[src/include/perfmon_intr_pkg.sv]
// Constants for the performance-monitoring interrupt signalling block.
// Assumes a single clock domain and a plain strobe register port.
//
// Overview of operation
// - Overflow of a counter with interrupt-on-overflow set raises the status flag.
// - Unmasked event issues a message using programmed data and address.
// - Mask set forbids any message; mask resets to one, read/write.
// - Held-back event sets read-only pending bit 30; pending resets to zero.
// - Clearing mask while pending delivers the held message at once, unless the path is blocked or a message still waits on the port.
// - Pending clears when the held message is actually sent.
// - Writing one to clear status also clears pending without sending.
// - Data register holds 16-bit value, reset zero, upper bits read zero.
// - Without monitoring support, status, control and data read zero, ignore writes.
// - Address is dword-aligned lower field plus upper 32-bit register.
package perfmon_intr_pkg;
	// ----------------------------------------------------------------
	// Register offsets (byte addresses)
	// ----------------------------------------------------------------
	localparam logic [11:0] STATUS_OFFSET = 12'h324;
	localparam logic [11:0] CONTROL_OFFSET = 12'h328;
	localparam logic [11:0] DATA_OFFSET = 12'h32c;
	localparam logic [11:0] LOWER_ADDR_OFFSET = 12'h330;
	localparam logic [11:0] UPPER_ADDR_OFFSET = 12'h334;
	// ----------------------------------------------------------------
	// Field positions and reset values
	// ----------------------------------------------------------------
	localparam int STATUS_FLAG_BIT = 0;
	localparam int MASK_BIT = 31;
	localparam int PENDING_BIT = 30;
	localparam int DATA_WIDTH = 16;
	localparam logic MASK_RESET = 1'b1;
	localparam logic PENDING_RESET = 1'b0;
	localparam logic [29:0] CONTROL_RSVD_RESET = 30'h0;
	localparam logic [15:0] DATA_RESET = 16'h0;
	localparam logic [29:0] LOWER_ADDR_RESET = 30'h0;
	localparam logic [31:0] UPPER_ADDR_RESET = 32'h0;
	localparam int COUNTER_COUNT = 8;
endpackage

[src/verilog/perfmon_interrupt_signalling.sv]
// Performance-monitoring interrupt signalling: status, mask, pending, message.
// Assumes overflow pulses arrive on this clock; message port is a valid/ready pair.
`timescale 1ns/1ps
module perfmon_interrupt_signalling (
	input wire logic clock,
	input wire logic rst,
	input wire logic [11:0] regAddress,
	input wire logic [31:0] regWriteData,
	input wire logic regWrite,
	input wire logic regRead,
	output logic [31:0] regReadData,
	input wire logic counting_support_capability,
	input wire logic [perfmon_intr_pkg::COUNTER_COUNT-1:0] counterOverflow,
	input wire logic [perfmon_intr_pkg::COUNTER_COUNT-1:0] overflowIntEnable,
	input wire logic messageBlocked,
	input wire logic messageReady,
	output logic messageValid,
	output logic [63:0] messageAddress,
	output logic [31:0] messageData,
	output logic event_status_flag,
	output logic message_pending_flag
);
	// ----------------------------------------------------------------
	// Register state
	// ----------------------------------------------------------------
	logic message_mask_bit;
	logic [29:0] reserved_preserve;
	logic [15:0] dataValue;
	logic [29:0] message_lower_address;
	logic [31:0] message_upper_address;

	// ----------------------------------------------------------------
	// Decode
	// ----------------------------------------------------------------
	// Unsupported monitoring turns all five interrupt registers into zeros
	wire supported = counting_support_capability;
	wire hitStatus = (regAddress == perfmon_intr_pkg::STATUS_OFFSET);
	wire hitControl = (regAddress == perfmon_intr_pkg::CONTROL_OFFSET);
	wire hitData = (regAddress == perfmon_intr_pkg::DATA_OFFSET);
	wire hitLower = (regAddress == perfmon_intr_pkg::LOWER_ADDR_OFFSET);
	wire hitUpper = (regAddress == perfmon_intr_pkg::UPPER_ADDR_OFFSET);
	wire wrStatus = regWrite && hitStatus && supported;
	wire wrControl = regWrite && hitControl && supported;
	wire wrData = regWrite && hitData && supported;
	wire wrLower = regWrite && hitLower && supported;
	wire wrUpper = regWrite && hitUpper && supported;

	// Status clears only on a one written to bit 0
	wire statusClear = wrStatus && regWriteData[perfmon_intr_pkg::STATUS_FLAG_BIT];
	// Overflow event qualified by the per-counter interrupt-on-overflow setting
	wire overflowEvent = supported && |(counterOverflow & overflowIntEnable);
	// A new event is one that finds status clear, so only one message per condition
	wire newEvent = overflowEvent && !event_status_flag;
	wire nextMask = wrControl ? regWriteData[perfmon_intr_pkg::MASK_BIT] : message_mask_bit;
	// A message may leave only while unmasked and the path is not blocked
	wire canSend = !nextMask && !messageBlocked;
	wire sendAccepted = messageValid && messageReady;

	// ----------------------------------------------------------------
	// Status flag: set wins over a simultaneous clear
	// ----------------------------------------------------------------
	always_ff @(posedge clock) begin
		if (rst) begin
			event_status_flag <= 1'b0;
		end else if (overflowEvent) begin
			event_status_flag <= 1'b1;
		end else if (statusClear) begin
			event_status_flag <= 1'b0;
		end
	end

	// ----------------------------------------------------------------
	// Control register
	// ----------------------------------------------------------------
	// Reserved bits are stored as written so software read-modify-write works
	always_ff @(posedge clock) begin
		if (rst) begin
			message_mask_bit <= perfmon_intr_pkg::MASK_RESET;
			reserved_preserve <= perfmon_intr_pkg::CONTROL_RSVD_RESET;
		end else if (wrControl) begin
			message_mask_bit <= regWriteData[perfmon_intr_pkg::MASK_BIT];
			reserved_preserve <= regWriteData[29:0];
		end
	end

	// ----------------------------------------------------------------
	// Pending flag and message issue
	// ----------------------------------------------------------------
	// Pending holds a message that could not leave; a status clear drops it
	// unsent. A message already offered on the port stays until accepted.
	always_ff @(posedge clock) begin
		if (rst) begin
			message_pending_flag <= perfmon_intr_pkg::PENDING_RESET;
			messageValid <= 1'b0;
		end else begin
			if (sendAccepted) begin
				messageValid <= 1'b0;
			end else if (!messageValid && canSend && (newEvent || message_pending_flag)
				&& !(statusClear && !newEvent)) begin
				messageValid <= 1'b1;
			end
			// An event that meets an occupied port is held too, so it is never lost
			if (newEvent && (!canSend || messageValid)) begin
				message_pending_flag <= 1'b1;
			end else if (statusClear) begin
				message_pending_flag <= 1'b0;
			end else if (message_pending_flag && canSend && !messageValid) begin
				message_pending_flag <= 1'b0;
			end
		end
	end

	// Message contents are captured when the message is launched
	always_ff @(posedge clock) begin
		if (rst) begin
			messageAddress <= 64'h0;
			messageData <= 32'h0;
		end else if (!messageValid) begin
			messageAddress <= {message_upper_address, message_lower_address, 2'b00};
			messageData <= {16'h0, dataValue};
		end
	end

	// ----------------------------------------------------------------
	// Data and address registers
	// ----------------------------------------------------------------
	always_ff @(posedge clock) begin
		if (rst) begin
			dataValue <= perfmon_intr_pkg::DATA_RESET;
			message_lower_address <= perfmon_intr_pkg::LOWER_ADDR_RESET;
			message_upper_address <= perfmon_intr_pkg::UPPER_ADDR_RESET;
		end else begin
			if (wrData) begin
				dataValue <= regWriteData[15:0];
			end
			if (wrLower) begin
				message_lower_address <= regWriteData[31:2];
			end
			if (wrUpper) begin
				message_upper_address <= regWriteData;
			end
		end
	end

	// ----------------------------------------------------------------
	// Read path
	// ----------------------------------------------------------------
	// Unmapped or unsupported locations read zero
	logic [31:0] readMux;
	always_comb begin
		readMux = 32'h0;
		if (!supported) begin
			readMux = 32'h0;
		end else if (hitStatus) begin
			readMux = {31'h0, event_status_flag};
		end else if (hitControl) begin
			readMux = {message_mask_bit, message_pending_flag, reserved_preserve};
		end else if (hitData) begin
			readMux = {16'h0, dataValue};
		end else if (hitLower) begin
			readMux = {message_lower_address, 2'b00};
		end else if (hitUpper) begin
			readMux = message_upper_address;
		end
	end

	// Read data stand only in the cycle after the strobe
	always_ff @(posedge clock) begin
		if (rst) begin
			regReadData <= 32'h0;
		end else if (regRead) begin
			regReadData <= readMux;
		end else begin
			regReadData <= 32'h0;
		end
	end
endmodule
[config.mk]
export PLATFORM = sky130hd
export DESIGN_NAME = perfmon_interrupt_signalling
export DESIGN_NICKNAME = d
export VERILOG_FILES = /design/src/include/perfmon_intr_pkg.sv /design/src/verilog/perfmon_interrupt_signalling.sv
export SDC_FILE = /design/constraint.sdc
export NUM_CORES = 1
export LEC_CHECK = 0
export ABC_AREA = 0
export BUFFER_PORTS_ARGS = -buffer_cell sky130_fd_sc_hd__buf_2
export CORE_MARGIN = 1.5
export CORE_UTILIZATION = 32
export CTS_BUF_LIST = sky130_fd_sc_hd__clkbuf_16
export CTS_CLUSTER_DIAMETER = 30
export DETAILED_ROUTE_END_ITERATION = 10
export HOLD_SLACK_MARGIN = 0.08
export SYNTH_ARGS = -nofsm -noshare
export SYNTH_HDL_FRONTEND = slang
export SYNTH_SLANG_ARGS = --single-unit
export TNS_END_PERCENT = 5
[constraint.sdc]
create_clock -name clock -period 3.25 [get_ports clock]
set_input_delay 0.8125 -clock clock [delete_from_list [all_inputs] [get_ports clock]]
set_output_delay 0.8125 -clock clock [all_outputs]
set_load 0.03 [all_outputs]
Word-level counts from Yosys, hierarchy flattened
Cells that the tools add are included.
- bitwise operators: 3
- reduce and logical (&&, ||, !) cells: 37
- equality and inequality tests: 5
- mux-type cells: 11
- operators by type and width (operator ; number):
    32-bit two-way mux ; 4
    12-bit by 10-bit == test with 1-bit output, second input constant ; 5
    1-bit logical AND ; 22
    8-bit bitwise AND ; 1
    8-bit OR reduction ; 1
    1-bit logical NOT ; 7
    1-bit two-way mux ; 7
    4-bit OR reduction ; 1
    3-bit nonzero test ; 1
    3-bit OR reduction ; 1
    1-bit logical OR ; 2
    1-bit inverter ; 2
    2-bit nonzero test ; 1
    2-bit OR reduction ; 1
- word-level logic and storage cells: 68
- bits in registers: 222
- output and inout bits: 131

Longest topological paths before layout
- depth after elaboration: 11
- gate-level depth with buffers: 8
- depth with buffers taken out: 5

Worst setup path after synthesis
No wires, ideal clock.
- kind: input-to-reg
- from: in regAddress[5]
- to: reg message_pending_flag
- stages on the path: 7
- library setup time: 0.133 ns
- path slack: 1.056 ns
- data arrival time: 2.061 ns
- path through: nor3b_1 -> and3_1 -> buf_4 -> and3_1 -> buf_2 -> a2111o_1 -> nor3b_1
- cells in the longest elaborated chain, start to end: 10
- elaborated cells on any way between the ends: 18
- those cells by class: 2 x eq/ne; 3 x mux; 13 x reduce/logical
- RTL lines (item ; RTL line ; RTL):
    start: declaration ; perfmon_interrupt_signalling.sv:7 ; input wire logic [11:0] regAddress,
    12-bit by 10-bit == test with 1-bit output ; perfmon_interrupt_signalling.sv:38 ; wire hitControl = (regAddress == perfmon_intr_pkg::CONTROL_OFFSET);
    1-bit logical AND (2 in a row) ; perfmon_interrupt_signalling.sv:43 ; wire wrControl = regWrite && hitControl && supported;
    1-bit two-way mux ; n/a ;
    1-bit logical NOT ; perfmon_interrupt_signalling.sv:56 ; wire canSend = !nextMask && !messageBlocked;
    1-bit logical AND ; perfmon_interrupt_signalling.sv:56 ;
    1-bit logical NOT ; perfmon_interrupt_signalling.sv:103 ; if (newEvent && (!canSend || messageValid)) begin
    1-bit logical OR ; perfmon_interrupt_signalling.sv:103 ;
    1-bit logical AND ; perfmon_interrupt_signalling.sv:103 ;
    3-bit nonzero test (no line) / 1-bit two-way mux (equally long branches) ; n/a ;
    end signal: assignment ; perfmon_interrupt_signalling.sv:93 ; message_pending_flag <= perfmon_intr_pkg::PENDING_RESET;
    end: declaration ; perfmon_interrupt_signalling.sv:21 ; output logic message_pending_flag
Several ways; a longest one is shown, not always the timed one.
A chain may end at the register's enable or synchronous reset.

Worst setup path in the final report
- from: in regAddress[7]
- to: reg dataValue[7]
- cells in the longest elaborated chain, start to end: 3
- RTL lines (item ; RTL line ; RTL):
    12-bit by 10-bit == test with 1-bit output ; perfmon_interrupt_signalling.sv:39 ; wire hitData = (regAddress == perfmon_intr_pkg::DATA_OFFSET);
    1-bit logical AND (2 in a row) ; perfmon_interrupt_signalling.sv:44 ; wire wrData = regWrite && hitData && supported;
    end signal: assignment ; perfmon_interrupt_signalling.sv:129 ; dataValue <= perfmon_intr_pkg::DATA_RESET;
    end signal: assignment ; perfmon_interrupt_signalling.sv:134 ; dataValue <= regWriteData[15:0];
    end: declaration ; perfmon_interrupt_signalling.sv:28 ; logic [15:0] dataValue;
Every way passes these cells.

==> flow_summary.yaml <==
outcome:
  run_status: "finished clean"
timing:
  setup_total_negative_slack_ns: 0
  skew_ns: 0.0208
  fin_crit_sh: 0.719
  report.final.hold_viol_count: 0
  fmax_mhz: 428
  timing.final.setup_violations: 0
  timing_worst_slew_pin_value_ns: 0.860
  unrepaired_setup_endpoints_after_global_routing: "no"
  relative_max_transition_margin: 0.426
  max_slew_violations: 0
  timing.final.crit_period_ns: 2.34
synthesis:
  ys_ff_latch: 222
  fraction_of_the_yosys_area_taken_by_sequential_cells: 0.524
  synth_cell_types: 39
  synth_area_leaders: "dfxtp_1, mux2i_1, nand2_1"
  syn_area_per_cell_um2: 8.76
  yosys_warnings: 0
  synth_largest_type_area_fraction: 0.524
  synth_area_leader_cell: "dfxtp_1"
  post_synthesis_cell_area_um2: 8480
  syn-instance-count: 968
worst_setup_path:
  crit_path_start_kind: "primary input"
  criticalPathCategory: "primary input to register"
  timing.critical_path.cells: "buf_2 > nor3b_1 > nand3_1 > or3_1 > nand2_1 > a21oi_1"
  critical_path_cell_with_the_highest_stage_delay: "or3_1"
  worstReg2RegStart: "messageValid$_SDFFE_PP0P_"
  r2r-end: "messageAddress[8]$_SDFFE_PP0N_"
  slack_of_the_worst_reg_to_reg_path_ns: 1.55
  worst_path_required_time_ns: 3.63
  path_max_fanout: 16
  max_stage_delay_ns: 0.75
  endpoint_kind: "register"
  ff2ff_path_depth: 3
  arrival_ns: 2.72
floorplan:
  core_um2: 26100
  die_h_um: 166
  effective_utilization_at_floorplan: 0.325
  i_o_pin_total: 198
  std_cell_rows: 59
  die_width_um: 166
  floorplan.die_area_um2: 27500
power:
  total_leakage_power_nw: 4.48
  ir_drop_mv: 0.471
  sw_frac_of_total: 0.213
  sequentialPowerShare: 0.333
  p_per_area_nw_per_um2: 718
  internal_power_mw: 6.47
  clkPwrFrac: 0.643
  power_switching_mw: 1.75
  fraction_of_power_consumed_by_combinational_cells: 0.025
global_routing:
  grt_max_degree: 78
  grt_remaining_overflow: 0
  grt_pass1_wl_um: 38000
  antenna_found_initial: 3
  first_global_vias: 6882
  grt_use_total: 0.173
detailed_routing:
  number_of_vias_after_detailed_routing: 7371
  viasPerCell: 4.82
  first_iter_violations: 542
  route.detailed.wl_per_inst_um: 16.1
  antenna_viol_nets_final: 0
  wl_um: 24600
  drt_drc_violations_left: 0
  drt_first_pass_iters: 5
clocking:
  numCtsBuffers: 49
  htree_num_levels: 2
  cts_tree: "done"
  post_cts_hold_buffer_count: 0
  ctsResizeCount: 0
  post_cts.repair.setup_buffers: 0
  clock_insertion_delay_at_the_later_pin_of_the_skew_report_ns: 0.53
  clk_root_buffer_cell: "clkbuf_16"
  ctsLongestPathBuffers: 3
  clkTransAtPathRegs_ns: 0.05
  clock_sink_count: 222
min_path:
  holdCritPathClass: "register to register"
  min_delay_worst_endpoint: "reserved_preserve[15]$_SDFFE_PP0N_"
  hp-start: "reserved_preserve[15]$_SDFFE_PP0N_"
  timing.hold.worst_path_depth: 2
placement:
  finalWeightedCongestion: 0.793
  hpwl_um: 16300
  port-buffer-count: 179
  place_inst: 1438
finish:
  nNetsFinal: 1221
  layout_commonest_cell: "dfxtp_1"
  layout-drive-gt1-share: 0.256
  sequential_cell_area_um2: 4450
  layoutNonFillerInstCount: 1530
  mostFrequentLayoutCells: "dfxtp_1, nand2_1, buf_2, nor2_1, a21oi_1"
  final.fill_count: 2556
  multiInputGateArea_um2: 3660
  area_growth_syn_to_layout_pct: 35.0
run:
  drv.max_cap_violation_count: 0
-- power by group through the flow --
stage	clock network [mW]	logic (mW)	registers, mW
detailed placement	0	0.203	2.79
finish	5.28	0.203	2.73
CTS	5.37	0.204	2.73
global placement	0	0.203	2.79
floorplan	0	0.120	2.79
global route	5.51	0.216	2.73
-- area by class of cell --
type / count / share of cell area
Antenna cell: 2 / 0.000437
Tap cell: 335 / 0.0366
Clock buffer: 50 / 0.109
Clock inverter: 40 / 0.0468
Sequential cell: 222 / 0.389
Multi-Input combinational cell: 671 / 0.320
Inverter: 5 / 0.00164
Timing Repair Buffer: 205 / 0.0970
-- critical path: cells and delay by family --
kind,cells,cell delay (ns)
buffers and inverters,1,0.09
AOI/OAI and AO/OA,1,0.07
and+or+nand+nor,4,1.73
-- flip-flops by register name, summed over array words and instances, names as in the netlist, 16 cells and up --
register,flops
regReadData,32
messageData,16
message_lower_address,30
messageAddress,62
message_upper_address,32
dataValue,16
reserved_preserve,30
-- logic make-up after synthesis --
kind of cell,share of synthesized area
and+or+nand+nor,0.178
other,0.000442
DFF,0.524
buffers and inverters,0.0546
AOI/OAI and AO/OA,0.114
muxes,0.129
-- metrics by stage --
| stage | cell area (um2) | hold WS [ns] | util | power (mW) | setup WS, ns |
|---|---|---|---|---|---|
| 2_1_floorplan | 8540 | 0.431 | - | 2.91 | 1.06 |
| 5_1_grt | 11400 | 0.464 | 0.439 | 8.46 | 0.818 |
| 6_report | 11400 | 0.449 | 0.439 | 8.22 | 0.913 |
| 4_1_cts | 11400 | 0.451 | 0.439 | 8.30 | 0.914 |
| 3_3_place_gp | 9650 | 0.438 | 0.370 | 2.99 | 0.425 |
| 3_5_place_dp | 9650 | 0.444 | 0.370 | 2.99 | 0.370 |
-- how the worst max path moves through the flow --
stage	start	to	slack (ns)
floorplan	regAddress[5]	message_pending_flag$_SDFFE_PP0P_	1.06
global placement	regAddress[7]	dataValue[11]$_SDFFE_PP0P_	0.43
detailed placement	regAddress[7]	dataValue[7]$_SDFFE_PP0P_	0.37
CTS	regAddress[7]	dataValue[1]$_SDFFE_PP0P_	0.91
global route	regAddress[7]	message_lower_address[9]$_SDFFE_PP0P_	0.82
finish	regAddress[7]	dataValue[7]$_SDFFE_PP0P_	0.91
-- layer usage --
metal,GRT usage,part of all wire,routed length (um),vias up
li1,-,-,-,3604
met1,0.228,0.45,11000,3458
met2,0.279,0.46,11300,268
met3,0.0391,0.072,1780,39
met4,0.0595,0.018,432,2
met5,0,0.00053,13,-
-- cell usage after synthesis (all sizes together) --
cell type    n
a2111o       1
a2111oi      1
a211o        1
a21o         1
a21oi      126
a22oi       19
a31oi        2
a32oi        1
and2         2
and3         2
buf         52
clkbuf      35
conb         1
dfxtp      222
inv          5
mux2i      109
nand2      220
nand2b       3
nand3        2
nand3b       1
nand4        3
nor2       130
nor2b        2
nor3         3
nor3b        2
nor4         2
o22ai        2
o2bb2ai     13
o31ai        1
or2          1
or3          2
or3b         1
Note: power is estimated with default switching activity, not from simulation.
